<file path="src/piu_consts.vh">
`ifndef PIU_CONSTS_VH
`define PIU_CONSTS_VH
// ----------------------------------------------------------------
// register map (byte addresses on the axi4-lite bus)
// ----------------------------------------------------------------
`define PIU_ADDR_OPTION 8'hc8
`define PIU_ADDR_STATUS 8'hcc
`define PIU_ADDR_CORE 8'hd0
`define PIU_ADDR_EVENT 8'hd4
`define PIU_OPTION_RESET 8'h00
// ----------------------------------------------------------------
// option register fields
// ----------------------------------------------------------------
`define PIU_BIT_LEVEL_SEL 6
`define PIU_BIT_EDGE_POL 5
`define PIU_BIT_GLOBAL_EN 4
`define PIU_OPTION_MASK 8'h70
// ----------------------------------------------------------------
// vector addresses (12-bit program space)
// ----------------------------------------------------------------
`define PIU_VEC_NMI 12'hffc
`define PIU_VEC_SRC1 12'hff6
`define PIU_VEC_SRC2 12'hff4
`define PIU_VEC_SRC3 12'hff2
`define PIU_VEC_SRC4 12'hff0
// ----------------------------------------------------------------
// misc
// ----------------------------------------------------------------
`define PIU_RESP_OKAY 2'b00
`define PIU_RESP_SLVERR 2'b10
`define PIU_LDI_WINDOW 3'h3
`endif

</file>
<file path="src/piu_prioritized_interrupt_unit.v">
// The implementer's own choice: the AXI4-Lite register port.
`timescale 1ns/100ps
`default_nettype none
`include "piu_consts.vh"
module piu_prioritized_interrupt_unit #(
  parameter integer PC_W = 12,
  parameter integer EV_W = 4
) (
  input wire aclk,
  input wire aresetn,
  // axi4-lite slave
  input wire [7:0] s_axi_awaddr,
  input wire s_axi_awvalid,
  output wire s_axi_awready,
  input wire [31:0] s_axi_wdata,
  input wire [3:0] s_axi_wstrb,
  input wire s_axi_wvalid,
  output wire s_axi_wready,
  output reg [1:0] s_axi_bresp,
  output reg s_axi_bvalid,
  input wire s_axi_bready,
  input wire [7:0] s_axi_araddr,
  input wire s_axi_arvalid,
  output wire s_axi_arready,
  output reg [31:0] s_axi_rdata,
  output reg [1:0] s_axi_rresp,
  output reg s_axi_rvalid,
  input wire s_axi_rready,
  // request pins and peripheral events (asynchronous)
  input wire nmi_pin,
  input wire [EV_W-1:0] src1_events,
  input wire [EV_W-1:0] src2_events,
  input wire [EV_W-1:0] src3_events,
  input wire [EV_W-1:0] src4_events,
  // core sequencer side
  input wire instr_end,
  input wire option_ldi_active,
  input wire [2:0] option_ldi_cycle,
  input wire return_from_irq_instr,
  input wire core_sleeping,
  input wire [PC_W-1:0] core_pc,
  input wire carry_in,
  input wire zero_in,
  output reg irq_take,
  output reg [PC_W-1:0] vector_addr,
  output reg stack_push,
  output reg [PC_W-1:0] stack_push_pc,
  output reg stack_pop,
  output reg wake_up,
  output wire carry_flag,
  output wire zero_flag,
  output wire [1:0] flag_set
);
  // ----------------------------------------------------------------
  // synchronisers
  // ----------------------------------------------------------------
  localparam integer SW = 1 + 4 * EV_W;
  wire [SW-1:0] raw_in = {src4_events, src3_events, src2_events, src1_events, nmi_pin};
  // reset to the idle high level, so no false edge follows reset
  reg [SW-1:0] sync1_q;
  reg [SW-1:0] sync2_q;
  reg [SW-1:0] prev_q;
  always @(posedge aclk) begin
    if (!aresetn) begin
      sync1_q <= {SW{1'b1}};
      sync2_q <= {SW{1'b1}};
      prev_q <= {SW{1'b1}};
    end else begin
      sync1_q <= raw_in;
      sync2_q <= sync1_q;
      prev_q <= sync2_q;
    end
  end
  // events are active low; each source is the and of its ored lines
  wire nmi_s = sync2_q[0];
  wire nmi_prev = prev_q[0];
  wire s1 = &sync2_q[EV_W:1];
  wire s2 = &sync2_q[2*EV_W:EV_W+1];
  wire s3 = &sync2_q[3*EV_W:2*EV_W+1];
  wire s4 = &sync2_q[4*EV_W:3*EV_W+1];
  wire s1_p = &prev_q[EV_W:1];
  wire s2_p = &prev_q[2*EV_W:EV_W+1];

  // ----------------------------------------------------------------
  // option register
  // ----------------------------------------------------------------
  reg [7:0] option_q;
  wire src1_level_select = option_q[`PIU_BIT_LEVEL_SEL];
  wire src2_edge_polarity = option_q[`PIU_BIT_EDGE_POL];
  wire global_irq_enable = option_q[`PIU_BIT_GLOBAL_EN];

  // ----------------------------------------------------------------
  // request latches
  // ----------------------------------------------------------------
  localparam [1:0] MODE_NORM = 2'b00;
  localparam [1:0] MODE_IRQ = 2'b01;
  localparam [1:0] MODE_NMI = 2'b10;
  reg nmi_latch_q;
  reg s1_latch_q;
  reg s2_latch_q;
  reg [SW-2:0] event_flags_q;
  reg in_irq_q;
  reg in_nmi_q;
  reg nmi_from_irq_q;
  reg [PC_W-1:0] stack1_q;
  reg [PC_W-1:0] stack2_q;
  reg [1:0] flag_sel_q;
  reg [1:0] nflags_q;
  reg [1:0] iflags_q;
  reg [1:0] mflags_q;
  reg irq_noswap_q;
  wire nmi_fall = nmi_prev & ~nmi_s;
  wire s1_fall = s1_p & ~s1;
  wire s2_edge = src2_edge_polarity ? (~s2_p & s2) : (s2_p & ~s2);
  wire s1_req = src1_level_select ? ~s1 : s1_latch_q;
  wire s3_req = ~s3;
  wire s4_req = ~s4;

  // ----------------------------------------------------------------
  // take decision at the instruction boundary
  // ----------------------------------------------------------------
  wire mask_ok = global_irq_enable & ~in_irq_q & ~in_nmi_q;
  wire take_nmi = instr_end & nmi_latch_q & ~in_nmi_q;
  wire take_1 = instr_end & ~take_nmi & mask_ok & s1_req;
  wire take_2 = instr_end & ~take_nmi & mask_ok & ~s1_req & s2_latch_q;
  wire take_3 = instr_end & ~take_nmi & mask_ok & ~s1_req & ~s2_latch_q & s3_req;
  wire take_4 = instr_end & ~take_nmi & mask_ok & ~s1_req & ~s2_latch_q & ~s3_req & s4_req;
  wire take_mask = take_1 | take_2 | take_3 | take_4;
  wire any_pending = nmi_latch_q | s1_req | s2_latch_q | s3_req | s4_req;
  // disabling write in progress: the flag pair stays normal
  // judged at acceptance, from the cycle index the core reports
  wire ldi_hazard = option_ldi_active && (option_ldi_cycle < `PIU_LDI_WINDOW);

  // ----------------------------------------------------------------
  // vector selection
  // ----------------------------------------------------------------
  reg [PC_W-1:0] take_vec;
  always @* begin
    take_vec = `PIU_VEC_SRC4;
    if (take_nmi) begin
      take_vec = `PIU_VEC_NMI;
    end else if (take_1) begin
      take_vec = `PIU_VEC_SRC1;
    end else if (take_2) begin
      take_vec = `PIU_VEC_SRC2;
    end else if (take_3) begin
      take_vec = `PIU_VEC_SRC3;
    end
  end

  // ----------------------------------------------------------------
  // axi4-lite slave
  // ----------------------------------------------------------------
  reg aw_q;
  reg w_q;
  reg [7:0] awaddr_q;
  reg [7:0] wdata_q;
  reg wstrb0_q;
  assign s_axi_awready = ~aw_q & ~s_axi_bvalid;
  assign s_axi_wready = ~w_q & ~s_axi_bvalid;
  // a pending response blocks new requests: one write and one read at most
  assign s_axi_arready = ~s_axi_rvalid;
  wire do_write = aw_q & w_q & ~s_axi_bvalid;
  // byte lane 0 must be strobed: a write without it is dropped, yet answered okay
  wire wr_option = do_write && (awaddr_q == `PIU_ADDR_OPTION) && wstrb0_q;
  always @(posedge aclk) begin
    if (!aresetn) begin
      aw_q <= 1'b0;
      w_q <= 1'b0;
      awaddr_q <= 8'h00;
      wdata_q <= 8'h00;
      wstrb0_q <= 1'b0;
      s_axi_bvalid <= 1'b0;
      s_axi_bresp <= `PIU_RESP_OKAY;
      option_q <= `PIU_OPTION_RESET;
    end else begin
      if (s_axi_awvalid && s_axi_awready) begin
        aw_q <= 1'b1;
        awaddr_q <= s_axi_awaddr;
      end
      if (s_axi_wvalid && s_axi_wready) begin
        w_q <= 1'b1;
        wdata_q <= s_axi_wdata[7:0];
        wstrb0_q <= s_axi_wstrb[0];
      end
      if (do_write) begin
        aw_q <= 1'b0;
        w_q <= 1'b0;
        s_axi_bvalid <= 1'b1;
        s_axi_bresp <= (awaddr_q == `PIU_ADDR_OPTION) ? `PIU_RESP_OKAY : `PIU_RESP_SLVERR;
      end else if (s_axi_bvalid && s_axi_bready) begin
        s_axi_bvalid <= 1'b0;
      end
      if (wr_option) begin
        option_q <= wdata_q & `PIU_OPTION_MASK;
      end
    end
  end
  always @(posedge aclk) begin
    if (!aresetn) begin
      s_axi_rvalid <= 1'b0;
      s_axi_rdata <= 32'h0000_0000;
      s_axi_rresp <= `PIU_RESP_OKAY;
    end else if (s_axi_arvalid && s_axi_arready) begin
      s_axi_rvalid <= 1'b1;
      s_axi_rresp <= `PIU_RESP_OKAY;
      case (s_axi_araddr)
        // option register is write-only and reads zero
        `PIU_ADDR_OPTION: s_axi_rdata <= 32'h0000_0000;
        `PIU_ADDR_STATUS: s_axi_rdata <= {25'h0, nmi_latch_q, s1_req, s2_latch_q, s3_req, s4_req,
                                          in_irq_q, in_nmi_q};
        `PIU_ADDR_CORE: s_axi_rdata <= {18'h0, flag_sel_q, stack1_q};
        `PIU_ADDR_EVENT: s_axi_rdata <= {{(32-(SW-1)){1'b0}}, event_flags_q};
        default: begin
          s_axi_rdata <= 32'h0000_0000;
          s_axi_rresp <= `PIU_RESP_SLVERR;
        end
      endcase
    end else if (s_axi_rvalid && s_axi_rready) begin
      s_axi_rvalid <= 1'b0;
    end
  end

  // ----------------------------------------------------------------
  // request latches and per-event flags
  // ----------------------------------------------------------------
  always @(posedge aclk) begin
    if (!aresetn) begin
      nmi_latch_q <= 1'b0;
      s1_latch_q <= 1'b0;
      s2_latch_q <= 1'b0;
      event_flags_q <= {(SW-1){1'b0}};
    end else begin
      // set wins over clear so an edge in the entry cycle is kept
      if (nmi_fall) begin
        nmi_latch_q <= 1'b1;
      end else if (take_nmi) begin
        nmi_latch_q <= 1'b0;
      end
      // only the first edge is stored until the routine starts
      if (!src1_level_select && s1_fall) begin
        s1_latch_q <= 1'b1;
      end else if (take_1 || src1_level_select) begin
        s1_latch_q <= 1'b0;
      end
      if (s2_edge) begin
        s2_latch_q <= 1'b1;
      end else if (take_2) begin
        s2_latch_q <= 1'b0;
      end
      // sticky per-line flags, cleared when their source is taken unless the line is still low
      event_flags_q <= (event_flags_q & ~{{EV_W{take_4}}, {EV_W{take_3}}, {EV_W{take_2}}, {EV_W{take_1}}})
                       | ~sync2_q[SW-1:1];
    end
  end

  // ----------------------------------------------------------------
  // entry / return sequencing
  // ----------------------------------------------------------------
  always @(posedge aclk) begin
    if (!aresetn) begin
      in_irq_q <= 1'b0;
      in_nmi_q <= 1'b0;
      nmi_from_irq_q <= 1'b0;
      irq_noswap_q <= 1'b0;
      stack1_q <= {PC_W{1'b0}};
      stack2_q <= {PC_W{1'b0}};
      flag_sel_q <= MODE_NORM;
      nflags_q <= 2'b00;
      iflags_q <= 2'b00;
      mflags_q <= 2'b00;
      irq_take <= 1'b0;
      vector_addr <= {PC_W{1'b0}};
      stack_push <= 1'b0;
      stack_push_pc <= {PC_W{1'b0}};
      stack_pop <= 1'b0;
    end else begin
      irq_take <= take_nmi | take_mask;
      stack_push <= take_nmi | take_mask;
      stack_pop <= 1'b0;
      // live flags write back into the selected pair
      case (flag_sel_q)
        MODE_NORM: nflags_q <= {carry_in, zero_in};
        MODE_IRQ: iflags_q <= {carry_in, zero_in};
        MODE_NMI: mflags_q <= {carry_in, zero_in};
        default: nflags_q <= {carry_in, zero_in};
      endcase
      if (take_nmi) begin
        in_nmi_q <= 1'b1;
        nmi_from_irq_q <= in_irq_q;
        stack2_q <= stack1_q;
        stack1_q <= core_pc;
        stack_push_pc <= core_pc;
        vector_addr <= take_vec;
        flag_sel_q <= MODE_NMI;
      end else if (take_mask) begin
        in_irq_q <= 1'b1;
        irq_noswap_q <= ldi_hazard;
        stack2_q <= stack1_q;
        stack1_q <= core_pc;
        stack_push_pc <= core_pc;
        // a late disabling write leaves the normal pair in use
        flag_sel_q <= ldi_hazard ? MODE_NORM : MODE_IRQ;
        vector_addr <= take_vec;
      end else if (return_from_irq_instr && (in_nmi_q || in_irq_q)) begin
        stack_pop <= 1'b1;
        stack_push_pc <= stack1_q;
        stack1_q <= stack2_q;
        if (in_nmi_q) begin
          in_nmi_q <= 1'b0;
          flag_sel_q <= nmi_from_irq_q ? (irq_noswap_q ? MODE_NORM : MODE_IRQ) : MODE_NORM;
        end else begin
          in_irq_q <= 1'b0;
          irq_noswap_q <= 1'b0;
          flag_sel_q <= MODE_NORM;
        end
      end
    end
  end

  // ----------------------------------------------------------------
  // flag pair selection
  // ----------------------------------------------------------------
  reg [1:0] live_pair;
  always @* begin
    case (flag_sel_q)
      MODE_NMI: live_pair = mflags_q;
      MODE_IRQ: live_pair = iflags_q;
      MODE_NORM: live_pair = nflags_q;
      default: live_pair = nflags_q;
    endcase
  end
  assign flag_set = flag_sel_q;
  assign carry_flag = live_pair[1];
  assign zero_flag = live_pair[0];

  // ----------------------------------------------------------------
  // wake-up
  // ----------------------------------------------------------------
  // the nmi counts as pending, yet still needs the global enable to wake
  always @(posedge aclk) begin
    if (!aresetn) begin
      wake_up <= 1'b0;
    end else begin
      wake_up <= core_sleeping & global_irq_enable & any_pending;
    end
  end
endmodule
`default_nettype wire

</file>
<file path="config.mk">
export PLATFORM = sky130hd
export DESIGN_NAME = piu_prioritized_interrupt_unit
export DESIGN_NICKNAME = d
export VERILOG_FILES = /design/src/piu_prioritized_interrupt_unit.v
export VERILOG_INCLUDE_DIRS = /design/src
export SDC_FILE = /design/constraint.sdc
export NUM_CORES = 1
export LEC_CHECK = 0
export BUFFER_PORTS_ARGS = -buffer_cell sky130_fd_sc_hd__buf_2
export CAP_MARGIN = 20
export CORE_MARGIN = 2
export CORE_UTILIZATION = 47
export DETAILED_ROUTE_END_ITERATION = 8
export GPL_TIMING_DRIVEN = 0
export PLACE_DENSITY = 0.76
export SYNTH_ARGS = -nofsm -noshare
export SYNTH_HDL_FRONTEND = slang
export SYNTH_SLANG_ARGS = --single-unit
</file>
<file path="constraint.sdc">
create_clock -name aclk -period 1.51 [get_ports aclk]
set_input_delay 0.302 -clock aclk [delete_from_list [all_inputs] [get_ports aclk]]
set_output_delay 0.302 -clock aclk [all_outputs]
set_load 0.005 [all_outputs]
</file>
==> impl_metrics.ini <==
[timing]
fin_crit_ns = 1.76
skew_ns = 0.0107
hold_violations = 0
timing.fmax_mhz = 570
setup_tns_ns = -7.48
rsz0062_at_grt = true
period_share = 1.16
hold_slack_ns = 0.0530
finalWorstSetupSlack_ns = -0.245
worst_pin_slew_ns = 0.643
slew-limit-headroom = 0.571
finalSetupViolations = 44
maxSlewViolCount = 0

[drt]
drtIter0Drc = 424
viasPerCell = 5.21
wl_um = 15800
postRouteAntennaNets = 0
routedWlPerCell_um = 16.4
first_pass_iters = 5
route.detailed.drc = 0
num_vias = 5040

[cts]
root_buffer = clkbuf_16
htreeDepth = 4
numCtsBuffers = 17
clk_pin_slew_ns = 0.06
clock_sinks = 154
cts_tree = yes
clock_latency_ns = 0.42
clockBufferDepth = 2

[worst_setup_path]
regToRegSetupSlack_ns = -0.25
path_class = flop to flop
r2r_start = sync2_q[12]$_SDFF_PN1_
required_ns = 1.82
worstRegToRegCells = 6
critPathMaxFanout = 6
startpoint = sync2_q[12]$_SDFF_PN1_
timing.critical_path.to = stack_push_pc[1]$_SDFFE_PN0P_
end_kind = flop
rr_endpoint = stack_push_pc[1]$_SDFFE_PN0P_
crit_path_start_kind = flop
cp.arrival_ns = 2.07

[placed_design]
post-place-ws_ns = -0.358
placed_area_um2 = 6810
place_inst = 903
dp_hpwl_um = 10400
routabilityCongestion = 0.841
io_buffer_count = 116

[synth]
synth_top_area_frac = 0.519
synth-simple-area-share = 0.186
yosysMostFrequentCell = dfxtp_1
synth.area.top_cells = dfxtp_1 52%, mux2i_1 7.2%, nand2b_1 5.1%
netlist_area_um2 = 5940
yosys.area_share.adder = 0.00421
ys_seq_area_frac = 0.519
synthXorXnorAreaFrac = 0.00147
synthArstFlopShare = 0
synthDistinctLibCells = 58
ys.flop_type = dfxtp_1
yosysWarningCount = 0
avgSynthCellArea_um2 = 9.96
synth_edf_count = 0
synth_top_family_by_area = simple AND/OR/NAND/NOR gates
synth_top_area_cell = dfxtp_1
netlist_instances = 597
synth-seq-cells = 154
synthMuxAreaShare = 0.0724
synth_commonest_cells = 154 x dfxtp_1, 65 x nand2_1, 48 x nand2b_1
synth_compound_area_frac = 0.149

[hold_path]
holdPathStages = 2
hold_class = primary input to flop

[global_route]
grt_pass1_wl_um = 23000
grt_max_degree = 17
antenna_found_initial = 0
grt_overflow = 0
grt_pass1_vias = 4756
track_usage = 0.222

[floorplan]
start_util = 0.477
die_y_um = 116
io_pins = 170
core_um2 = 12500
dieArea_um2 = 13600
num_rows = 41
die_w_um = 116

[power_and_ir_drop]
powerDensity_nw_per_um2 = 1170
ir_drop_mv = 0.723
power.leakage_nw = 3.52
total_power_mw = 9.37

[cells_and_area]
layout.nets = 881
n_antenna_cell = 0
areaGrowthSynthToFinish_pct = 34.5
layout-drive-gt1-share = 0.367
stdcell_area_um2 = 8000
layout.cells.non_filler = 967
final_util = 0.641

[outcome]
violations = setup timing
status = complete, but fails checks

[flow_run]
drv_cap = 0
-- state kept, by name, indices dropped and copies added, names as in the netlist, 2 cells and up --
signal / cells
awaddr_q: 8
event_flags_q: 16
flag_set: 2
iflags_q: 2
mflags_q: 2
nflags_q: 2
option_q: 3
prev_q: 9
s_axi_rdata: 16
stack1_q: 12
stack2_q: 12
stack_push_pc: 12
sync1_q: 17
sync2_q: 17
vector_addr: 4
wdata_q: 3
-- worst max-delay path, stage by stage (launching register included) --
cell and delay [ns]:
dfxtp_1 0.44, nand4_4 0.20, nor2_4 0.19, a31o_4 0.20
nand3_4 0.16, buf_8 0.19, o221a_4 0.25
-- worst min path at each step --
stage | startpoint | endpoint | slack (ns)
after floorplan | sync1_q[0]$_SDFF_PN1_ | sync2_q[0]$_SDFF_PN1_ | 0.39
after global placement | sync1_q[8]$_SDFF_PN1_ | sync2_q[8]$_SDFF_PN1_ | 0.39
after detailed placement | sync1_q[11]$_SDFF_PN1_ | sync2_q[11]$_SDFF_PN1_ | 0.39
after CTS | src3_events[3] | sync1_q[12]$_SDFF_PN1_ | 0.04
after global routing | src3_events[3] | sync1_q[12]$_SDFF_PN1_ | 0.05
final | src3_events[3] | sync1_q[12]$_SDFF_PN1_ | 0.05
-- layout by cell type (no fill, tap or decap), drive strengths merged, types with 3 or more instances in the layout --
cell	instances
o21a	12
dfxtp	154
o21ai	17
and4	4
buf	189
nor2b	6
nand2	65
a21boi	10
inv	11
conb	19
o22ai	5
mux2i	43
a22oi	8
and2	7
nand3	10
nand4	9
nor2	45
clkinv	6
clkinvlp	3
nand2b	49
clkbuf	36
a21oi	35
o221a	16
o2bb2ai	3
a31oi	4
-- layer usage --
metal  track usage  wire, um  vias up
li1              -         -     2399
met1         0.271      6520     2339
met2         0.372      7680      252
met3        0.0467      1160       50
met4         0.112       493        0
met5             0         0        -
-- cell families after synthesis --
kind of cell               Yosys count
adders and majority gates            2
and+or+nand+nor                    209
muxes                               43
DFF                                154
buffers and inverters               67
xor gates and xnor gates             1
other                                1
AOI/OAI and AO/OA                  120
-- timing repair --
action,in CTS,in global routing
hold buffers,0,0
resized for setup,49,52
cloned,2,2
buffers inserted,21,8
setup endpoints to repair,62,108
pin swaps,19,17
hold endpoints to repair,0,0
-- power breakdown --
part | switching, mW | internal [mW] | leakage, nW
registers | 0.119 | 4.22 | 1.26
logic | 0.441 | 0.440 | 1.99
clock network | 1.70 | 2.44 | 0.274
-- layout make-up --
class                           count  area, um2
Buffer                             57        397
Clock buffer                       19        433
Clock inverter                     13        145
Fill cell                         936       4470
Inverter                            9       38.8
Multi-Input combinational cell    394       2730
Sequential cell                   154       3100
Tap cell                          172        215
Timing Repair Buffer              149        928
Note: power is estimated with default switching activity, not from simulation.
